$ cat config.mk
export PLATFORM = sky130hd
export DESIGN_NAME = ssb_top
export DESIGN_NICKNAME = d
export VERILOG_FILES = /design/src/ssb_pkg.sv /design/src/ssb_fifo.sv /design/src/ssb_rate_gen.sv /design/src/ssb_top.sv
export SDC_FILE = /design/constraint.sdc
export NUM_CORES = 1
export LEC_CHECK = 0
export BUFFER_PORTS_ARGS = -buffer_cell sky130_fd_sc_hd__buf_2
export CORE_MARGIN = 10
export CORE_UTILIZATION = 41
export DETAILED_ROUTE_END_ITERATION = 10
export PLACE_DENSITY_LB_ADDON = 0.05
export SLEW_MARGIN = 20
export SYNTH_ARGS = -nofsm -noshare
export SYNTH_HDL_FRONTEND = slang
export SYNTH_SLANG_ARGS = --single-unit
$ cat constraint.sdc
create_clock -name i_clk -period 4 [get_ports i_clk]
set_input_delay 0 -clock i_clk [delete_from_list [all_inputs] [get_ports i_clk]]
set_output_delay 0 -clock i_clk [all_outputs]
set_load 0.02 [all_outputs]
$ cat src/ssb_pkg.sv
// package of register map, field positions and reset values for the serial status and bit-rate block
package ssb_pkg;
  // register byte offsets
  localparam logic [7:0] SSB_OFF_STATUS  = 8'h00;
  localparam logic [7:0] SSB_OFF_DIVISOR = 8'h04;
  localparam logic [7:0] SSB_OFF_CONTROL = 8'h08;
  localparam logic [7:0] SSB_OFF_TX_DATA = 8'h0c;
  localparam logic [7:0] SSB_OFF_RX_DATA = 8'h10;
  // status flag positions
  localparam int SSB_ST_TX_EMPTY = 7;
  localparam int SSB_ST_RX_FULL  = 6;
  localparam int SSB_ST_OVERRUN  = 5;
  localparam int SSB_ST_FRAMING  = 4;
  localparam int SSB_ST_PARITY   = 3;
  localparam int SSB_ST_TX_DONE  = 2;
  localparam int SSB_ST_RX_MPB   = 1;
  localparam int SSB_ST_TX_MPB   = 0;
  // control field positions
  localparam int SSB_CT_TX_EN    = 0;
  localparam int SSB_CT_RX_EN    = 1;
  localparam int SSB_CT_SKIP_EN  = 2;
  localparam int SSB_CT_SYNC     = 3;
  localparam int SSB_CT_PRESC_LO = 4;
  localparam int SSB_CT_PRESC_HI = 5;
  // reset values
  localparam logic [7:0] SSB_RST_STATUS  = 8'h84;
  localparam logic [7:0] SSB_RST_DIVISOR = 8'hff;
  localparam logic [5:0] SSB_RST_CONTROL = 6'h00;
  // bit-rate arithmetic: period = (N+1) * base * 4^n, base 32 async and 4 sync
  localparam logic [11:0] SSB_BASE_ASYNC = 12'h020;
  localparam logic [11:0] SSB_BASE_SYNC  = 12'h004;
  // receive buffer shape: data byte plus multiprocessor bit
  localparam int SSB_RX_WIDTH = 9;
  localparam int SSB_RX_DEPTH = 8;
endpackage

$ cat src/ssb_fifo.sv
// first-in first-out buffer with valid/ready on both sides
`timescale 1ns/1ps
module ssb_fifo #(
  parameter int WIDTH = 9,
  parameter int DEPTH = 8
) (
  // clock and reset
  input  wire logic             i_clk,
  input  wire logic             i_sys_rst,
  // fill side
  input  wire logic             i_in_valid,
  output logic                  o_in_ready,
  input  wire logic [WIDTH-1:0] i_in_data,
  // drain side
  output logic                  o_out_valid,
  input  wire logic             i_out_ready,
  output logic      [WIDTH-1:0] o_out_data
);
  localparam int AW = $clog2(DEPTH);

  logic [WIDTH-1:0] mem [DEPTH];
  logic [AW-1:0]    wr_ptr;
  logic [AW-1:0]    rd_ptr;
  logic [AW:0]      count;
  logic             push;
  logic             pop;

  assign o_in_ready  = (count != (AW+1)'(DEPTH));
  assign o_out_valid = (count != '0);
  assign o_out_data  = mem[rd_ptr];
  assign push        = i_in_valid & o_in_ready;
  assign pop         = o_out_valid & i_out_ready;

  always_ff @(posedge i_clk) begin
    if (push) begin
      mem[wr_ptr] <= i_in_data;
    end
  end

  always_ff @(posedge i_clk) begin
    if (i_sys_rst) begin
      wr_ptr <= '0;
      rd_ptr <= '0;
      count  <= '0;
    end else begin
      if (push) begin
        wr_ptr <= (wr_ptr == AW'(DEPTH-1)) ? '0 : wr_ptr + 1'b1;
      end
      if (pop) begin
        rd_ptr <= (rd_ptr == AW'(DEPTH-1)) ? '0 : rd_ptr + 1'b1;
      end
      count <= count + (AW+1)'(push) - (AW+1)'(pop);
    end
  end
endmodule

$ cat src/ssb_rate_gen.sv
// bit-rate generator: prescaler stage then divisor stage, one-cycle tick per bit period
`timescale 1ns/1ps
module ssb_rate_gen
  import ssb_pkg::*;
(
  // clock and reset
  input  wire logic       i_clk,
  input  wire logic       i_sys_rst,
  // settings
  input  wire logic       i_enable,
  input  wire logic       i_sync_mode,
  input  wire logic [1:0] i_presc_sel,
  input  wire logic [7:0] i_divisor,
  // tick out
  output logic            o_bit_tick
);
  import ssb_pkg::*;

  logic [11:0] presc_cnt;
  logic [7:0]  div_cnt;
  logic [11:0] presc_len;
  logic        presc_wrap;

  // base shifted by 2n gives base * 4^n
  assign presc_len  = (i_sync_mode ? SSB_BASE_SYNC : SSB_BASE_ASYNC) << {i_presc_sel, 1'b0};
  assign presc_wrap = (presc_cnt == presc_len - 12'h001);

  // counters are held at zero while idle so the first period after enable is full length
  always_ff @(posedge i_clk) begin
    if (i_sys_rst || !i_enable) begin
      presc_cnt  <= '0;
      div_cnt    <= '0;
      o_bit_tick <= 1'b0;
    end else begin
      o_bit_tick <= 1'b0;
      if (presc_wrap) begin
        presc_cnt <= '0;
        if (div_cnt >= i_divisor) begin
          div_cnt    <= '0;
          o_bit_tick <= 1'b1;
        end else begin
          div_cnt <= div_cnt + 8'h01;
        end
      end else begin
        presc_cnt <= presc_cnt + 12'h001;
      end
    end
  end
endmodule

$ cat src/ssb_top.sv
// serial status flags, multiprocessor bits and bit-rate divisor behind an apb slave
//
// Notes on behaviour
// - writing one never sets clearable flags
// - tx empty resets one, sets on load
// - tx empty clears on write-zero or data
// - rx full sets when clean byte lands
// - rx full clears on write-zero or read
// - overrun sets on overrun, write-zero clears
// - framing flag sets on error, write-zero clears
// - parity flag sets on error, write-zero clears; not set when a framing error comes with it
// - tx done sets idle or last bit
// - tx done clears with tx empty
// - rx multiproc bit captured, held when disabled
// - tx multiproc bit appended to sent characters
// - eight-bit divisor register resets to all ones
// - rate from divisor and prescaler select
// - period (N+1)*64 or 8 times 2^(2n-1)
// - skip mode drops zero-bit characters silently
//
// The APB slave port and the register addresses were decided locally.
`timescale 1ns/1ps
module ssb_top
  import ssb_pkg::*;
(
  // clock and reset
  input  wire logic       i_clk,
  input  wire logic       i_sys_rst,
  // apb slave
  input  wire logic       i_psel,
  input  wire logic       i_penable,
  input  wire logic       i_pwrite,
  input  wire logic [7:0] i_paddr,
  input  wire logic [31:0] i_pwdata,
  input  wire logic [3:0] i_pstrb,
  output logic [31:0]     o_prdata,
  output logic            o_pready,
  output logic            o_pslverr,
  // transmit shifter side
  output logic [7:0]      o_tx_data,
  output logic            o_tx_mpb,
  output logic            o_tx_pending,
  input  wire logic       i_tx_load,
  input  wire logic       i_tx_last_bit,
  // receive shifter side
  input  wire logic       i_rx_valid,
  output logic            o_rx_ready,
  input  wire logic [7:0] i_rx_data,
  input  wire logic       i_rx_mpb,
  input  wire logic       i_rx_framing_err,
  input  wire logic       i_rx_parity_err,
  // mode outputs and bit clock
  output logic            o_transmit_enable,
  output logic            o_receive_enable,
  output logic            o_sync_mode,
  output logic            o_bit_tick
);
  import ssb_pkg::*;

  function automatic logic reg_hit(input logic [7:0] addr, input logic [7:0] off);
    reg_hit = (addr == off);
  endfunction

  // software-visible state
  logic       tx_holding_empty;
  logic       rx_holding_full;
  logic       overrun_flag;
  logic       framing_error_flag;
  logic       parity_error_flag;
  logic       tx_complete_flag;
  logic       rx_multiproc_bit;
  logic       tx_multiproc_bit;
  logic [7:0] bit_rate_divisor;
  logic       transmit_enable;
  logic       receive_enable;
  logic       multiproc_skip_enable;
  logic       sync_mode;
  logic [1:0] prescaler_select;
  logic [7:0] tx_holding_reg;
  logic [7:0] rx_holding_reg;

  // flags seen as one by a status read
  logic       seen_tx_empty;
  logic       seen_rx_full;
  logic       seen_overrun;
  logic       seen_framing;
  logic       seen_parity;

  // bus decode
  logic       access;
  logic       wr_en;
  logic       rd_en;
  logic       lane0;
  logic       mapped;
  logic       wr_status;
  logic       wr_divisor;
  logic       wr_control;
  logic       wr_tx_data;
  logic       rd_status;
  logic       rd_rx_data;
  logic [7:0] status_byte;
  logic [7:0] wbyte;

  assign access     = i_psel & i_penable;
  assign wr_en      = access & i_pwrite;
  assign rd_en      = access & ~i_pwrite;
  assign lane0      = i_pstrb[0];
  assign wbyte      = i_pwdata[7:0];
  assign mapped     = reg_hit(i_paddr, SSB_OFF_STATUS) | reg_hit(i_paddr, SSB_OFF_DIVISOR) |
                      reg_hit(i_paddr, SSB_OFF_CONTROL) | reg_hit(i_paddr, SSB_OFF_TX_DATA) |
                      reg_hit(i_paddr, SSB_OFF_RX_DATA);
  assign wr_status  = wr_en & lane0 & reg_hit(i_paddr, SSB_OFF_STATUS);
  assign wr_divisor = wr_en & lane0 & reg_hit(i_paddr, SSB_OFF_DIVISOR);
  assign wr_control = wr_en & lane0 & reg_hit(i_paddr, SSB_OFF_CONTROL);
  assign wr_tx_data = wr_en & lane0 & reg_hit(i_paddr, SSB_OFF_TX_DATA);
  assign rd_status  = rd_en & reg_hit(i_paddr, SSB_OFF_STATUS);
  assign rd_rx_data = rd_en & reg_hit(i_paddr, SSB_OFF_RX_DATA);

  // zero-wait slave; an unmapped address answers with an error
  assign o_pready   = 1'b1;
  assign o_pslverr  = access & ~mapped;

  assign status_byte = {tx_holding_empty, rx_holding_full, overrun_flag, framing_error_flag,
                        parity_error_flag, tx_complete_flag, rx_multiproc_bit, tx_multiproc_bit};

  // read data is latched in the setup cycle so it comes from a flop during access
  always_ff @(posedge i_clk) begin
    if (i_sys_rst) begin
      o_prdata <= '0;
    end else if (i_psel && !i_penable && !i_pwrite) begin
      o_prdata <= '0;
      unique case (1'b1)
        reg_hit(i_paddr, SSB_OFF_STATUS):  o_prdata[7:0] <= status_byte;
        reg_hit(i_paddr, SSB_OFF_DIVISOR): o_prdata[7:0] <= bit_rate_divisor;
        reg_hit(i_paddr, SSB_OFF_CONTROL): o_prdata[7:0] <= {2'b00, prescaler_select, sync_mode,
                                                             multiproc_skip_enable, receive_enable,
                                                             transmit_enable};
        reg_hit(i_paddr, SSB_OFF_RX_DATA): o_prdata[7:0] <= rx_holding_reg;
        default:                           o_prdata <= '0;
      endcase
    end
  end

  // a write of zero clears only a flag that an earlier read returned as one
  logic clr_tx_empty;
  logic clr_rx_full;
  logic clr_overrun;
  logic clr_framing;
  logic clr_parity;

  assign clr_tx_empty = wr_status & ~wbyte[SSB_ST_TX_EMPTY] & seen_tx_empty;
  assign clr_rx_full  = wr_status & ~wbyte[SSB_ST_RX_FULL] & seen_rx_full;
  assign clr_overrun  = wr_status & ~wbyte[SSB_ST_OVERRUN] & seen_overrun;
  assign clr_framing  = wr_status & ~wbyte[SSB_ST_FRAMING] & seen_framing;
  assign clr_parity   = wr_status & ~wbyte[SSB_ST_PARITY] & seen_parity;

  // a seen mark lives until the next status write or until its flag drops
  always_ff @(posedge i_clk) begin
    if (i_sys_rst) begin
      seen_tx_empty <= 1'b0;
      seen_rx_full  <= 1'b0;
      seen_overrun  <= 1'b0;
      seen_framing  <= 1'b0;
      seen_parity   <= 1'b0;
    end else if (wr_status) begin
      seen_tx_empty <= 1'b0;
      seen_rx_full  <= 1'b0;
      seen_overrun  <= 1'b0;
      seen_framing  <= 1'b0;
      seen_parity   <= 1'b0;
    end else begin
      seen_tx_empty <= (seen_tx_empty | rd_status & o_prdata[SSB_ST_TX_EMPTY]) & tx_holding_empty;
      seen_rx_full  <= (seen_rx_full | rd_status & o_prdata[SSB_ST_RX_FULL]) & rx_holding_full;
      seen_overrun  <= (seen_overrun | rd_status & o_prdata[SSB_ST_OVERRUN]) & overrun_flag;
      seen_framing  <= (seen_framing | rd_status & o_prdata[SSB_ST_FRAMING]) & framing_error_flag;
      seen_parity   <= (seen_parity | rd_status & o_prdata[SSB_ST_PARITY]) & parity_error_flag;
    end
  end

  // configuration registers
  always_ff @(posedge i_clk) begin
    if (i_sys_rst) begin
      bit_rate_divisor <= SSB_RST_DIVISOR;
    end else if (wr_divisor) begin
      bit_rate_divisor <= wbyte;
    end
  end

  logic rx_accept;
  logic rx_skip;
  logic rx_wake;

  always_ff @(posedge i_clk) begin
    if (i_sys_rst) begin
      transmit_enable  <= SSB_RST_CONTROL[SSB_CT_TX_EN];
      receive_enable   <= SSB_RST_CONTROL[SSB_CT_RX_EN];
      sync_mode        <= SSB_RST_CONTROL[SSB_CT_SYNC];
      prescaler_select <= SSB_RST_CONTROL[SSB_CT_PRESC_HI:SSB_CT_PRESC_LO];
    end else if (wr_control) begin
      transmit_enable  <= wbyte[SSB_CT_TX_EN];
      receive_enable   <= wbyte[SSB_CT_RX_EN];
      sync_mode        <= wbyte[SSB_CT_SYNC];
      prescaler_select <= wbyte[SSB_CT_PRESC_HI:SSB_CT_PRESC_LO];
    end
  end

  // skip mode is armed by software and dropped by a character that carries a one
  always_ff @(posedge i_clk) begin
    if (i_sys_rst) begin
      multiproc_skip_enable <= SSB_RST_CONTROL[SSB_CT_SKIP_EN];
    end else if (wr_control) begin
      multiproc_skip_enable <= wbyte[SSB_CT_SKIP_EN];
    end else if (rx_wake) begin
      multiproc_skip_enable <= 1'b0;
    end
  end

  // transmit side
  always_ff @(posedge i_clk) begin
    if (i_sys_rst) begin
      tx_holding_reg <= '0;
    end else if (wr_tx_data) begin
      tx_holding_reg <= wbyte;
    end
  end

  always_ff @(posedge i_clk) begin
    if (i_sys_rst) begin
      tx_multiproc_bit <= SSB_RST_STATUS[SSB_ST_TX_MPB];
    end else if (wr_status) begin
      tx_multiproc_bit <= wbyte[SSB_ST_TX_MPB];
    end
  end

  // set wins over clear so a load in the clearing cycle is not lost
  always_ff @(posedge i_clk) begin
    if (i_sys_rst) begin
      tx_holding_empty <= SSB_RST_STATUS[SSB_ST_TX_EMPTY];
    end else if (!transmit_enable || i_tx_load) begin
      tx_holding_empty <= 1'b1;
    end else if (clr_tx_empty || wr_tx_data) begin
      tx_holding_empty <= 1'b0;
    end
  end

  always_ff @(posedge i_clk) begin
    if (i_sys_rst) begin
      tx_complete_flag <= SSB_RST_STATUS[SSB_ST_TX_DONE];
    end else if (!transmit_enable || (i_tx_last_bit && tx_holding_empty)) begin
      tx_complete_flag <= 1'b1;
    end else if (clr_tx_empty || wr_tx_data) begin
      tx_complete_flag <= 1'b0;
    end
  end

  assign o_tx_data    = tx_holding_reg;
  assign o_tx_mpb     = tx_multiproc_bit;
  assign o_tx_pending = transmit_enable & ~tx_holding_empty;

  // receive side: sort each arriving character before it reaches the buffer
  logic       fifo_in_valid;
  logic       fifo_in_ready;
  logic       fifo_out_valid;
  logic       fifo_out_ready;
  logic [8:0] fifo_out_data;
  logic       set_overrun;
  logic       set_framing;
  logic       set_parity;
  logic       rx_clean;

  assign rx_accept     = i_rx_valid & receive_enable;
  assign rx_skip       = rx_accept & multiproc_skip_enable & ~i_rx_mpb;
  assign rx_wake       = rx_accept & multiproc_skip_enable & i_rx_mpb;
  assign set_framing   = rx_accept & ~rx_skip & i_rx_framing_err;
  assign set_parity    = rx_accept & ~rx_skip & ~i_rx_framing_err & i_rx_parity_err;
  assign rx_clean      = rx_accept & ~rx_skip & ~i_rx_framing_err & ~i_rx_parity_err;
  // the line cannot be stalled, so a character the full buffer refuses is an overrun
  assign set_overrun   = rx_clean & ~fifo_in_ready;
  assign fifo_in_valid = rx_clean;
  assign o_rx_ready    = fifo_in_ready;

  always_ff @(posedge i_clk) begin
    if (i_sys_rst) begin
      rx_multiproc_bit <= SSB_RST_STATUS[SSB_ST_RX_MPB];
    end else if (rx_accept && !rx_skip) begin
      rx_multiproc_bit <= i_rx_mpb;
    end
  end

  always_ff @(posedge i_clk) begin
    if (i_sys_rst) begin
      overrun_flag <= SSB_RST_STATUS[SSB_ST_OVERRUN];
    end else if (set_overrun) begin
      overrun_flag <= 1'b1;
    end else if (clr_overrun) begin
      overrun_flag <= 1'b0;
    end
  end

  always_ff @(posedge i_clk) begin
    if (i_sys_rst) begin
      framing_error_flag <= SSB_RST_STATUS[SSB_ST_FRAMING];
    end else if (set_framing) begin
      framing_error_flag <= 1'b1;
    end else if (clr_framing) begin
      framing_error_flag <= 1'b0;
    end
  end

  always_ff @(posedge i_clk) begin
    if (i_sys_rst) begin
      parity_error_flag <= SSB_RST_STATUS[SSB_ST_PARITY];
    end else if (set_parity) begin
      parity_error_flag <= 1'b1;
    end else if (clr_parity) begin
      parity_error_flag <= 1'b0;
    end
  end

  // the holding register takes the next byte only once software has emptied it
  assign fifo_out_ready = ~rx_holding_full;

  always_ff @(posedge i_clk) begin
    if (i_sys_rst) begin
      rx_holding_reg <= '0;
    end else if (fifo_out_valid && fifo_out_ready) begin
      rx_holding_reg <= fifo_out_data[7:0];
    end
  end

  always_ff @(posedge i_clk) begin
    if (i_sys_rst) begin
      rx_holding_full <= SSB_RST_STATUS[SSB_ST_RX_FULL];
    end else if (fifo_out_valid && fifo_out_ready) begin
      rx_holding_full <= 1'b1;
    end else if (clr_rx_full || rd_rx_data) begin
      rx_holding_full <= 1'b0;
    end
  end

  ssb_fifo #(
    .WIDTH (SSB_RX_WIDTH),
    .DEPTH (SSB_RX_DEPTH)
  ) u_rx_fifo (
    .i_clk       (i_clk),
    .i_sys_rst   (i_sys_rst),
    .i_in_valid  (fifo_in_valid),
    .o_in_ready  (fifo_in_ready),
    .i_in_data   ({i_rx_mpb, i_rx_data}),
    .o_out_valid (fifo_out_valid),
    .i_out_ready (fifo_out_ready),
    .o_out_data  (fifo_out_data)
  );

  // bit clock from divisor and prescaler select
  ssb_rate_gen u_rate (
    .i_clk       (i_clk),
    .i_sys_rst   (i_sys_rst),
    .i_enable    (transmit_enable | receive_enable),
    .i_sync_mode (sync_mode),
    .i_presc_sel (prescaler_select),
    .i_divisor   (bit_rate_divisor),
    .o_bit_tick  (o_bit_tick)
  );

  assign o_transmit_enable = transmit_enable;
  assign o_receive_enable  = receive_enable;
  assign o_sync_mode       = sync_mode;
endmodule

==> summary.txt <==
Run status
  • Status: finished, final reports clean

Floorplanning
  • Die height: 149 um
  • Chip Width: about 150 um
  • Top Ports: between 100 and 150
  • Core area: approximately 16,000 um^2
  • Die area: about 22,000 um^2
  • Initial Util: between 40% and 50%
  • Num rows: between 40 and 50

Hold path
  • Hold EP: rx_multiproc_bit$_SDFFE_PP0N_
  • Hold Path Cell Cnt: 4
  • Hold WC Path Type: in -> reg
  • Hold_sp: i_rx_valid

GRT
  • First-pass GRT wire length: 26,000 um
  • Initial antenna violation count: 0
  • Largest net degree at the start of global routing: 62
  • Total global routing overflow: 0
  • GRT Util Overall: around 15%
  • Vias in the first global route: ~5,000

Final layout
  • Layout Utilization: between 40 and 50%
  • Register name with the most flops: u_rx_fifo.mem
  • Area growth syn-to-layout: 18.0%
  • Share of cells above drive strength 1: about 18%
  • Max FFs per register: 64
  • N_diodes: 0
  • Largest registers: u_rx_fifo.mem (64), u_rate.presc_cnt (12)
  • Filler Cell Count: between 1,500 and 2,000
  • Final Net Count: 796

Yosys
  • Flop and latch count out of synthesis: 146
  • Largest area contributor in the netlist: edfxtp_1
  • Post-Syn Area per Cell: 10.8 um^2
  • Fraction of registers with async set/reset: 0%
  • Distinct cells, synth: between 60 and 70
  • Synth warn: 0
  • Post-synth EDFFs: 64
  • Most frequent cells after synthesis: nor2_1 (90), dfxtp_1 (82), edfxtp_1 (64), mux2i_1 (34), inv_1 (32)
  • Ys flop type: dfxtp_1
  • Post-synth top area share: around 28%
  • Synth area leaders: edfxtp_1 (28%), dfxtp_1 (24%), mux4_2 (5.3%)
  • Count leader, synth: nor2_1
  • Sequential fraction of the synthesis area: 52.3%
  • Cell count after synthesis: ~630
  • Mapped Area: a little under 7000 um^2

Drt
  • Vias per cell: slightly above 5
  • Avg WL per Cell: 16.9 um
  • DRT Pass-1 Iters: 4
  • Detailed Route WL: around 16,000 um
  • Remaining antenna violation count: 0
  • Detailed Route Iter0 Violations: 243
  • Vias: around 4,800
  • Post-route DRC: 0

Timing
  • RSZ-0062 raised after global routing: no
  • Worst-margin pin slew: ~1.0 ns
  • Clock Skew: around 0.0064 ns
  • Min Tclk post-route: 2.91 ns
  • Final hold vios: 0
  • Hold WS: around 0.025 ns
  • Period utilization: between 70% and 80%
  • Final Max Tran Viols: 0
  • Rel. slew slack: 29.9%
  • Final setup viols: 0
  • Setup WS post-layout: 1.09 ns
  • Fmax: about 0.34 GHz
  • Setup_tns: 0 ns

Clock tree
  • CTS tree: built
  • CTS sink count: ~150
  • H-Tree Depth: 4
  • CTS root buf: clkbuf_16
  • Clk Latency, worst-skew pair: roughly 0.42 ns
  • Clk pin slew, worst setup/hold paths: roughly 0.060 ns
  • Clock buffer depth: 2
  • Post-CTS setup buffer count: 0
  • Cts bufs inserted: 17

Worst setup path
  • R2R depth: 7
  • Worst R2R Setup Slack: about 1.1 ns
  • Startpoint types: flop
  • R2r startpoint: o_sync_mode$_SDFFE_PP0P_
  • Crit end category: flop
  • Critical path arrival: roughly 3.2 ns
  • Reg2reg end: u_rate.div_cnt[6]$_SDFFE_PP0N_
  • Setup CP Type: reg -> reg
  • Max FO, Critical Path: 12
  • CP required: ~4.3 ns

Placement
  • Post-DP HPWL: 11,200 um
  • Place WS: 1.10 ns
  • Port bufs: 59
  • GP Congestion: roughly 0.80

Power and ir drop
  • Tot Pwr: ~4 mW
  • VDD IR max: between 0.0003 and 0.0004 V
  • Power Density: just under 500 nW/um^2
  • Leak Pwr: roughly 3.1 nW

Run
  • Max-Cap Viols: 0
[layer usage]
layer / GRT usage (%) / vias to the layer above / routed length [um]
met2: 25.9 / 92 / 8140
met3: 3.70 / 19 / 664
met5: 0 / - / 0
li1: - / 2391 / -
met1: 17.6 / 2328 / 6870
met4: 5.15 / 0 / 243
[placed cells by master (no fill, tap or decap), drive strengths merged, types with 9 or more instances in the layout]
cell and instances:
inv 35, dfxtp 82, nor2b 9, nor2 90
nand2 31, xnor2 9, a211o 10, mux2i 34
buf 65, nand3 13, ha 21, conb 25
a21oi 28, dlygate4sd3 24, edfxtp 64, clkbuf 17
mux4 16, nor3 22, o21ai 20, a211oi 9
[worst max path at each step]
| stage | start | depth (start not counted) | slack (ns) | end |
|---|---|---|---|---|
| final | o_sync_mode$_SDFFE_PP0P_ | 7 | 1.09 | u_rate.div_cnt[6]$_SDFFE_PP0N_ |
| after global routing | o_sync_mode$_SDFFE_PP0P_ | 7 | 0.81 | u_rate.div_cnt[5]$_SDFFE_PP0N_ |
| after CTS | o_sync_mode$_SDFFE_PP0P_ | 7 | 1.10 | u_rate.div_cnt[5]$_SDFFE_PP0N_ |
| after detailed placement | o_sync_mode$_SDFFE_PP0P_ | 7 | 1.10 | u_rate.div_cnt[5]$_SDFFE_PP0N_ |
| after global placement | o_sync_mode$_SDFFE_PP0P_ | 7 | 1.19 | u_rate.div_cnt[5]$_SDFFE_PP0N_ |
| after floorplan | o_sync_mode$_SDFFE_PP0P_ | 8 | 1.24 | u_rate.div_cnt[5]$_SDFFE_PP0N_ |
[cells by family (layout without fill, tap and decap cells)]
group	after synthesis	count (layout)	share of synthesized area, %
other	2	25	0.110
multiplexers	50	50	10.3
XOR/XNOR	17	17	2.19
AND/OR/NAND/NOR	214	214	15.5
adder cells (fa/ha/maj)	23	23	4.30
buffers and inverters	85	154	6.28
AO/OA/AOI/OAI	95	95	9.00
flip-flops	146	146	52.3
[through the flow]
step	instances	instance area [um^2]
finish	944	8030
CTS	944	8030
detailed placement	888	7230
global route	944	8030
floorplan	655	6900
global placement	888	7230
[power breakdown]
part / total [mW] / switching (mW) / internal, mW
sequential: 1.75 / 0.120 / 1.63
clock: 1.50 / 0.643 / 0.858
combinational: 0.643 / 0.307 / 0.335
[worst max-delay path, cell delays in order, from the launching register on]
cell       delay (ns)
dfxtp_1          0.56
or3b_2           0.49
ha_1             0.27
xnor2_1          0.24
o2111ai_1        0.26
or4_4            0.57
o311ai_1         0.31
o21ai_1          0.10
[layout make-up]
cell class | instances | area [um^2] | area share, %
multi-input cells | 424 | 2930 | 36.4
repair buffers | 89 | 581 | 7.23
well taps | 220 | 275 | 3.43
inverters | 33 | 124 | 1.54
flip-flops and latches | 146 | 3560 | 44.4
clock inverters | 15 | 138 | 1.71
clock buffers | 17 | 425 | 5.30
[repair_timing]
action / in CTS / in global routing
hold buffers: 24 / 0
gates resized for setup: 0 / 0
hold endpoints to repair: 90 / 0
(Power assumes the default switching activity.)
